<file path="src/lt_cfg.svh">
// Purpose: Constants for the indicator lamp test sequencer.
// Assumes: 200 MHz system clock.
// Notes: Times are kept in their own units; cycle counts derive from them.
`ifndef LT_CFG_SVH
`define LT_CFG_SVH

`define LT_CLK_HZ 200000000
`define LT_QUAL_MS 250
`define LT_STEP_S 1
`define LT_STAGE1_S 60
`define LT_LAMPS 62
`define LT_IDX_W 6
`define LT_LAST_IDX 6'h3D
`define LT_NTRIG 8
`define LT_SEL_W 3
`define LT_TMR_W 36
`define LT_QCNT_W 26

`define LT_ADDR_CTRL 4'h0
`define LT_ADDR_STAT 4'h4
`define LT_ADDR_FLO 4'h8
`define LT_ADDR_FHI 4'hC

`define LT_CTRL_EN 0
`define LT_CTRL_SEL_LO 1
`define LT_STAT_ACT 0
`define LT_STAT_STG_LO 1
`define LT_STAT_IDX_LO 4
`define LT_STAT_INIT 16
`define LT_STAT_LVL 17

`endif

</file>
<file path="src/lt_pkg.sv">
// Purpose: Types shared by the lamp test sequencer modules.
// Assumes: lt_cfg.svh supplies all widths except the 3-bit state code and the 32-bit read data.
// Notes: Each module keeps its whole state in one struct.
`include "lt_cfg.svh"

package lt_pkg;

    typedef enum logic [2:0] {
        LT_IDLE,
        LT_ALL_ON,
        LT_BLANK,
        LT_WALK_ON,
        LT_FULL,
        LT_WALK_OFF
    } lt_state_t;

    typedef struct packed {
        logic level;
        logic rise;
        logic [`LT_QCNT_W-1:0] cnt;
    } lt_qual_st_t;

    typedef struct packed {
        lt_state_t state;
        logic active;
        logic [`LT_TMR_W-1:0] tmr;
        logic [`LT_IDX_W-1:0] idx;
        logic [`LT_LAMPS-1:0] lamp;
        logic [`LT_LAMPS-1:0] shadow;
        logic en;
        logic [`LT_SEL_W-1:0] sel;
        logic init_seen;
        logic init_evt;
        logic tgt_clr;
        logic [`LT_NTRIG-1:0] trig_s1;
        logic [`LT_NTRIG-1:0] trig_s2;
        logic btn_s1;
        logic btn_s2;
        logic btn_prev;
        logic ack;
        logic [31:0] dat;
    } lt_top_st_t;

endpackage : lt_pkg

</file>
<file path="src/lt_qual.sv">
// Purpose: Pulse-width qualifier for the synchronised test control input.
// Assumes: raw_i is already synchronised to clk_i.
// Notes: A change is accepted only after it has held QUAL_CYC cycles.
`timescale 1ns/1ps
`include "lt_cfg.svh"

module lt_qual #(
    parameter longint unsigned QUAL_CYC = 64'(`LT_CLK_HZ / 1000) * 64'(`LT_QUAL_MS)
) (
    input wire logic clk_i,
    input wire logic rst_i,
    input wire logic raw_i,
    output logic level_o,
    output logic rise_o
);

    lt_pkg::lt_qual_st_t st;
    lt_pkg::lt_qual_st_t st_nxt;

    // Short glitches restart the count, so a bouncing contact never acts.
    always_comb begin
        st_nxt = st;
        st_nxt.rise = 1'b0;
        if (raw_i == st.level) begin
            st_nxt.cnt = '0;
        end else if (st.cnt == `LT_QCNT_W'(QUAL_CYC - 64'd1)) begin
            st_nxt.level = raw_i;
            st_nxt.rise = raw_i;
            st_nxt.cnt = '0;
        end else begin
            st_nxt.cnt = st.cnt + `LT_QCNT_W'(1);
        end
    end

    always_ff @(posedge clk_i) begin
        if (rst_i) begin
            st <= '0;
        end else begin
            st <= st_nxt;
        end
    end

    assign level_o = st.level;
    assign rise_o = st.rise;

endmodule : lt_qual

</file>
<file path="src/lt_seq.sv">
// Purpose: Three-stage indicator lamp test sequencer with Wishbone registers.
// Assumes: func_lamp_i comes from logic on clk_i; trig_i and reset_btn_i are pins.
// Notes: Lamp bit k is the k-th lamp in column order from the top left panel.
//
// The implementer's own choices: the placing of the registers and the Wishbone slave port.
`timescale 1ns/1ps
`include "lt_cfg.svh"

// Behaviour
// - Start test from the selected trigger input when enable setting is on.
// - Drive all lamps, pushbutton lamps included.
// - Stage one lights all 62 lamps at once.
// - Stage one lasts while control held, at most one minute.
// - Control still held after one minute ends the whole test.
// - Stage two blanks all, then lights one lamp per second.
// - Stage two walks columns top to bottom from top left panel.
// - Stage three lights all, then darkens one lamp per second.
// - Stage three uses the same column order as stage two.
// - Stages two and three can be interrupted at any moment.
// - During the test only the sequence drives the lamps.
// - Functional lamp changes keep being stored in a shadow during test.
// - On end or abort lamps show shadow states at once.
// - Reset pushbutton clears no targets while the test runs.
// - Active flag held for whole test; start event logged.
// - Control pulses count only if held at least 250 ms.
// - Sequencer reacts to control level and to its rising edges.
// - Release in stage one starts stage two; stage two leads to three.
module lt_seq #(
    parameter longint unsigned QUAL_CYC = 64'(`LT_CLK_HZ / 1000) * 64'(`LT_QUAL_MS),
    parameter longint unsigned STEP_CYC = 64'(`LT_CLK_HZ) * 64'(`LT_STEP_S),
    parameter longint unsigned STAGE1_CYC = 64'(`LT_CLK_HZ) * 64'(`LT_STAGE1_S)
) (
    input wire logic clk_i,
    input wire logic rst_i,
    input wire logic wb_cyc_i,
    input wire logic wb_stb_i,
    input wire logic wb_we_i,
    input wire logic [3:0] wb_adr_i,
    input wire logic [3:0] wb_sel_i,
    input wire logic [31:0] wb_dat_i,
    output logic wb_ack_o,
    output logic [31:0] wb_dat_o,
    input wire logic [`LT_NTRIG-1:0] trig_i,
    input wire logic reset_btn_i,
    input wire logic [`LT_LAMPS-1:0] func_lamp_i,
    output logic [`LT_LAMPS-1:0] lamp_o,
    output logic lamp_test_active_flag_o,
    output logic test_init_evt_o,
    output logic target_clear_o
);

    lt_pkg::lt_top_st_t st;
    lt_pkg::lt_top_st_t st_nxt;
    logic ctl_raw;
    logic ctl_level;
    logic ctl_rise;
    logic access;
    logic [1:0] stage;
    logic [`LT_TMR_W-1:0] step_last;
    logic [`LT_TMR_W-1:0] s1_last;

    assign step_last = `LT_TMR_W'(STEP_CYC - 64'd1);
    assign s1_last = `LT_TMR_W'(STAGE1_CYC - 64'd1);

    // The selected line is taken after the second synchroniser stage only.
    assign ctl_raw = st.trig_s2[st.sel];

    lt_qual #(
        .QUAL_CYC(QUAL_CYC)
    ) u_qual (
        .clk_i(clk_i),
        .rst_i(rst_i),
        .raw_i(ctl_raw),
        .level_o(ctl_level),
        .rise_o(ctl_rise)
    );

    assign access = wb_cyc_i & wb_stb_i & ~st.ack;

    always_comb begin
        unique case (st.state)
            lt_pkg::LT_ALL_ON: stage = 2'h1;
            lt_pkg::LT_BLANK, lt_pkg::LT_WALK_ON: stage = 2'h2;
            lt_pkg::LT_FULL, lt_pkg::LT_WALK_OFF: stage = 2'h3;
            default: stage = 2'h0;
        endcase
    end

    always_comb begin
        st_nxt = st;
        st_nxt.trig_s1 = trig_i;
        st_nxt.trig_s2 = st.trig_s1;
        st_nxt.btn_s1 = reset_btn_i;
        st_nxt.btn_s2 = st.btn_s1;
        st_nxt.btn_prev = st.btn_s2;
        st_nxt.init_evt = 1'b0;
        st_nxt.tgt_clr = 1'b0;
        st_nxt.ack = access;
        st_nxt.dat = '0;
        st_nxt.tmr = st.tmr + `LT_TMR_W'(1);

        // The shadow follows functional requests in every state.
        st_nxt.shadow = func_lamp_i;

        // A press of the reset button is swallowed while the test runs.
        if (st.btn_s2 && !st.btn_prev && st.state == lt_pkg::LT_IDLE) begin
            st_nxt.tgt_clr = 1'b1;
        end

        // Register writes; the start-event bit is write-one-to-clear.
        if (access && wb_we_i) begin
            if (wb_adr_i == `LT_ADDR_CTRL && wb_sel_i[0]) begin
                st_nxt.en = wb_dat_i[`LT_CTRL_EN];
                st_nxt.sel = wb_dat_i[`LT_CTRL_SEL_LO +: `LT_SEL_W];
            end
            if (wb_adr_i == `LT_ADDR_STAT && wb_sel_i[2] && wb_dat_i[`LT_STAT_INIT]) begin
                st_nxt.init_seen = 1'b0;
            end
        end

        if (access && !wb_we_i) begin
            unique case (wb_adr_i)
                `LT_ADDR_CTRL: begin
                    st_nxt.dat[`LT_CTRL_EN] = st.en;
                    st_nxt.dat[`LT_CTRL_SEL_LO +: `LT_SEL_W] = st.sel;
                end
                `LT_ADDR_STAT: begin
                    st_nxt.dat[`LT_STAT_ACT] = st.active;
                    st_nxt.dat[`LT_STAT_STG_LO +: 2] = stage;
                    st_nxt.dat[`LT_STAT_IDX_LO +: `LT_IDX_W] = st.idx;
                    st_nxt.dat[`LT_STAT_INIT] = st.init_seen;
                    st_nxt.dat[`LT_STAT_LVL] = ctl_level;
                end
                `LT_ADDR_FLO: st_nxt.dat = st.shadow[31:0];
                `LT_ADDR_FHI: st_nxt.dat = 32'(st.shadow[`LT_LAMPS-1:32]);
                default: st_nxt.dat = '0;
            endcase
        end

        unique case (st.state)
            lt_pkg::LT_IDLE: begin
                if (st.en && ctl_rise) begin
                    st_nxt.state = lt_pkg::LT_ALL_ON;
                    st_nxt.tmr = '0;
                    st_nxt.init_evt = 1'b1;
                    st_nxt.init_seen = 1'b1;
                end
            end
            lt_pkg::LT_ALL_ON: begin
                if (!ctl_level) begin
                    st_nxt.state = lt_pkg::LT_BLANK;
                    st_nxt.tmr = '0;
                end else if (st.tmr == s1_last) begin
                    st_nxt.state = lt_pkg::LT_IDLE;
                end
            end
            lt_pkg::LT_BLANK: begin
                if (st.tmr == step_last) begin
                    st_nxt.state = lt_pkg::LT_WALK_ON;
                    st_nxt.tmr = '0;
                    st_nxt.idx = '0;
                end
            end
            lt_pkg::LT_WALK_ON: begin
                if (st.tmr == step_last) begin
                    st_nxt.tmr = '0;
                    if (st.idx == `LT_LAST_IDX) begin
                        st_nxt.state = lt_pkg::LT_FULL;
                    end else begin
                        st_nxt.idx = st.idx + `LT_IDX_W'(1);
                    end
                end
            end
            lt_pkg::LT_FULL: begin
                if (st.tmr == step_last) begin
                    st_nxt.state = lt_pkg::LT_WALK_OFF;
                    st_nxt.tmr = '0;
                    st_nxt.idx = '0;
                end
            end
            lt_pkg::LT_WALK_OFF: begin
                if (st.tmr == step_last) begin
                    st_nxt.tmr = '0;
                    if (st.idx == `LT_LAST_IDX) begin
                        st_nxt.state = lt_pkg::LT_IDLE;
                    end else begin
                        st_nxt.idx = st.idx + `LT_IDX_W'(1);
                    end
                end
            end
            // Two state codes are unused; an upset into one of them drops back to idle.
            default: st_nxt.state = lt_pkg::LT_IDLE;
        endcase

        // Any qualified press after stage one aborts; clearing enable does too.
        if (stage[1] && (ctl_rise || !st.en)) begin
            st_nxt.state = lt_pkg::LT_IDLE;
        end
        if (st_nxt.state == lt_pkg::LT_IDLE) begin
            st_nxt.idx = '0;
        end
        // The flag is its own flip-flop so the output carries no decode logic.
        st_nxt.active = st_nxt.state != lt_pkg::LT_IDLE;

        // Lamps are computed from the next state so the handover is immediate.
        unique case (st_nxt.state)
            lt_pkg::LT_ALL_ON, lt_pkg::LT_FULL: st_nxt.lamp = '1;
            lt_pkg::LT_BLANK: st_nxt.lamp = '0;
            lt_pkg::LT_WALK_ON: st_nxt.lamp = `LT_LAMPS'(1) << st_nxt.idx;
            lt_pkg::LT_WALK_OFF: st_nxt.lamp = ~(`LT_LAMPS'(1) << st_nxt.idx);
            default: st_nxt.lamp = func_lamp_i;
        endcase
    end

    always_ff @(posedge clk_i) begin
        if (rst_i) begin
            st <= '0;
        end else begin
            st <= st_nxt;
        end
    end

    assign wb_ack_o = st.ack;
    assign wb_dat_o = st.dat;
    assign lamp_o = st.lamp;
    assign lamp_test_active_flag_o = st.active;
    assign test_init_evt_o = st.init_evt;
    assign target_clear_o = st.tgt_clr;

endmodule : lt_seq

</file>
<file path="config.mk">
export PLATFORM = sky130hd
export DESIGN_NAME = lt_seq
export DESIGN_NICKNAME = d
export VERILOG_FILES = /design/src/lt_pkg.sv /design/src/lt_qual.sv /design/src/lt_seq.sv
export VERILOG_INCLUDE_DIRS = /design/src
export SDC_FILE = /design/constraint.sdc
export NUM_CORES = 1
export LEC_CHECK = 0
export ABC_AREA = 1
export BUFFER_PORTS_ARGS = -buffer_cell sky130_fd_sc_hd__buf_4
export CAP_MARGIN = 15
export CORE_MARGIN = 8
export CORE_UTILIZATION = 29
export DETAILED_ROUTE_END_ITERATION = 12
export SETUP_SLACK_MARGIN = 0.2
export SLEW_MARGIN = 20
export SYNTH_ARGS = -nofsm -noshare
export SYNTH_HDL_FRONTEND = slang
export SYNTH_SLANG_ARGS = --single-unit
</file>
<file path="constraint.sdc">
create_clock -name clk_i -period 2.8 [get_ports clk_i]
set_input_delay 0.56 -clock clk_i [delete_from_list [all_inputs] [get_ports clk_i]]
set_output_delay 0.56 -clock clk_i [all_outputs]
set_load 0.03 [all_outputs]
</file>
==> results.md <==
- Outcome: finished, final reports clean
- Overall power: 0.00820 W
- DIE AREA: 0.0497 mm²
- Area fraction of the dominant cell type after synthesis: 0.414
- Clock power frac: 0.465
- Critical path capture point type: register
- Cells after Synth: 1741
- Placed cell count: 2412
- ANT nets after route: 0
- Via count: 11900
- Wire length per cell: 16.9 µm
- Reg2reg setup slack: 10 ps
- Yosys Warn Count: 0
- Worst clock skew: 14.6 ps
- Sw frac: 0.234
- Leading area contributor after synthesis: dfxtp_1
- FFs w/ async S/R, synth: 0
- Post-synth EDFFs: 0
- # setup viols final: 0
- Sequential fraction of the synthesis area: 0.414
- Max FO, Critical Path: 6
- Residual DRC count: 0
- Share of post-route cells with drive strength above 1: 0.335
- Layout area overhead: 39.9%
- Nets: 2088
- Final Hold Viols: 0
- Seq cells post-synth: 257
- Worst IR Drop VDD: 0.446 mV
- Total CTS buffers: 28
- Die H: 223 µm
- Number of I/O port buffers: 184
- Relative slew slack: 0.568
- Startpoint Class: register
- Pwr/cell area: 472 mW/mm²
- CP Cell Sequence: ha_4 > nand2_4 > nor2_4 > nand2_4 > buf_6 > buf_6 > nor3_2 > buf_4 > nand3_4 > clkinv_4 > nand2_2 > nand3_2 > nand2_4 > buf_12 > o31ai_4 > nand4_1 > nand2_1 > nand2_1 > nor2_1 > nor2_1
- Vias in the first global route: 11100
- Max_cap viols: 0
- Finished Layout Cells: 2539
- Chip width: 223 µm
- P_int: 0.00627 W
- Cell variety after synth: 52
- # IOs: 214
- Worst path most repeated cell: nand2_4
- CTS tree: yes
- RSZ-0062 raised after global routing: yes
- Synth area leaders: dfxtp_1, nand2_1, inv_1
- Critical path arrival: 3220 ps
- Clk Latency, worst-skew pair: 550 ps
- Dpl hpwl: 29400 µm
- Combinational share of power: 0.070
- Total wire length: 42900 µm
- Clock sink count: 257
- Initial core utilization: 0.291
- Leakage: 7.62 nW
- CORE AREA: 0.0427 mm²
- Max clock buf depth: 3
- Hold Buf Count CTS: 0
- Top FF cell, synth: dfxtp_1
- CP bufs+invs: 5
- F_max: 359 MHz
- RD Place Congestion: 0.877
- Sequential share of power: 0.465
- Clk pin slew, worst setup/hold paths: 60 ps
- Fin crit share: 0.995
- Grt ovf: 0
- Post-DR vias/cell: 4.69
- Clock H-tree levels: 1
- Tmin final: 2790 ps
- Post-Syn Nets: 1863
- CP delay by family, top: simple AND/OR/NAND/NOR gates
- Overall Global Routing Usage: 0.154
- Largest net degree at the start of global routing: 64
- Pre-antenna DRT Iters: 5
- Critical Path RT: 3230 ps
- Kind of critical path: register to register
- Critical path's largest stage delay: 360 ps
- NetSw: 0.00192 W
- Initial antenna violation count: 8
- Root Driver: clkbuf_16
- First-pass GRT wire length: 61400 µm
- Mapped cell area: 0.0124 mm²
- Fin. max-slew vios: 0
- Slew of the pin with the lowest slew margin: 649 ps
- Hold Crit Class: input port to register
- Mean post-synth cell area: 7.14 µm²
- Initial DRC Count: 957
- Critical path's slowest cell: o31ai_4
- Site Rows: 76
[layout make-up]
class                      instances  area, µm²
inverter                         280       1080
clock inverter                    11        138
antenna                            9       22.5
tap                              546        683
fill                            4182      25300
clock buffer                      37        806
multi-input combinational       1039       6160
timing repair buffer             360       3340
sequential                       257       5150
[placed cells by master (no fill, tap or decap), drive strengths merged, types with 6 or more instances in the layout]
cell,instances
buf,350
nand2,337
inv,280
dfxtp,257
nor2,243
nand3,181
nand4,52
o21ai,52
nor3,47
clkbuf,46
xor2,33
a21oi,33
diode,9
o211ai,9
nor3b,9
nor4,9
clkinv,8
ha,6
[repair_timing]
action	in CTS	in global routing
resized for setup	81	199
pin swaps	47	100
gates cloned	5	13
endpoints found under the setup margin	64	94
setup buffers	30	22
[synthesized netlist by cell type, drive strengths merged (2+ instances only)]
master / count
nor3b: 9
o221ai: 2
o22ai: 2
a31oi: 3
xor2: 33
xnor2: 3
nand2: 335
nand4: 52
nor4: 9
o21a: 3
clkbuf: 47
ha: 6
nor2: 242
o21ai: 52
and3: 2
buf: 122
a21oi: 33
nand3: 181
a211oi: 2
nor3: 46
a221oi: 2
o211ai: 9
inv: 279
o21bai: 2
dfxtp: 257
[sequential cells by signal, indices dropped and copies added, names as in the netlist]
name,flops
u_qual.st,26
wb_dat_o,32
target_clear_o,1
st,131
u_qual.level_o,1
lamp_test_active_flag_o,1
wb_ack_o,1
test_init_evt_o,1
u_qual.rise_o,1
lamp_o,62
[cell families (layout without fill, tap and decap cells)]
| logic type | after synthesis | count (layout) | synth area share |
|---|---|---|---|
| other | 0 | 9 | 0 |
| and+or+nand+nor | 879 | 883 | 0.330 |
| AOI/OAI and AO/OA | 114 | 114 | 0.0533 |
| DFF | 257 | 257 | 0.414 |
| xor gates and xnor gates | 36 | 36 | 0.0254 |
| buffers and inverters | 449 | 688 | 0.171 |
| adders and majority gates | 6 | 6 | 0.00604 |
[path summary, 6_finish.rpt]
kind,endpoint,start,cells after the start
max,lamp_o[40]$_SDFF_PP0_,st[189]$_SDFF_PP0_,20
min,st[44]$_SDFF_PP0_,trig_i[0],3
max reg2reg,lamp_o[40]$_SDFF_PP0_,st[189]$_SDFF_PP0_,20
min reg2reg,st[34]$_SDFF_PP0_,st[35]$_SDFF_PP0_,2
[worst register-to-register path, cell delays in order (launching register included)]
cell	delay, ps
dfxtp_2	350
ha_4	150
nand2_4	60
nor2_4	120
nand2_4	90
buf_6	130
buf_6	100
nor3_2	120
buf_4	150
nand3_4	90
clkinv_4	100
nand2_2	50
nand3_2	70
nand2_4	70
buf_12	150
o31ai_4	360
nand4_1	210
nand2_1	100
nand2_1	50
nor2_1	90
nor2_1	70
[per-stage QoR]
step	area (µm²)	utilization	worst slack [ps]	hold slack, ps	setup TNS [ps]
6_report	17400	0.407	14.7	219	0
5_1_grt	17400	0.407	-161	203	-3680
4_1_cts	16100	0.377	78.9	187	0
3_5_place_dp	14500	0.339	-207	396	-7690
3_3_place_gp	14500	0.339	-114	393	-3220
2_1_floorplan	12400	-	387	388	0
[routing by layer]
metal,GRT usage,vias up,routed length (µm)
li1,-,5834,-
met1,0.194,5594,17900
met2,0.253,414,20000
met3,0.0404,75,3690
met4,0.0497,0,1300
met5,0,-,0
[power groups by stage]
stage	clock, W	sequential, W	combinational, W
floorplan	0	0.00388	0.000342
global placement	0	0.00389	0.000556
detailed placement	0	0.00389	0.000555
CTS	0.00391	0.00381	0.000563
global route	0.00406	0.00382	0.000624
finish	0.00381	0.00381	0.000574
Power figures use the tool's default switching activity.
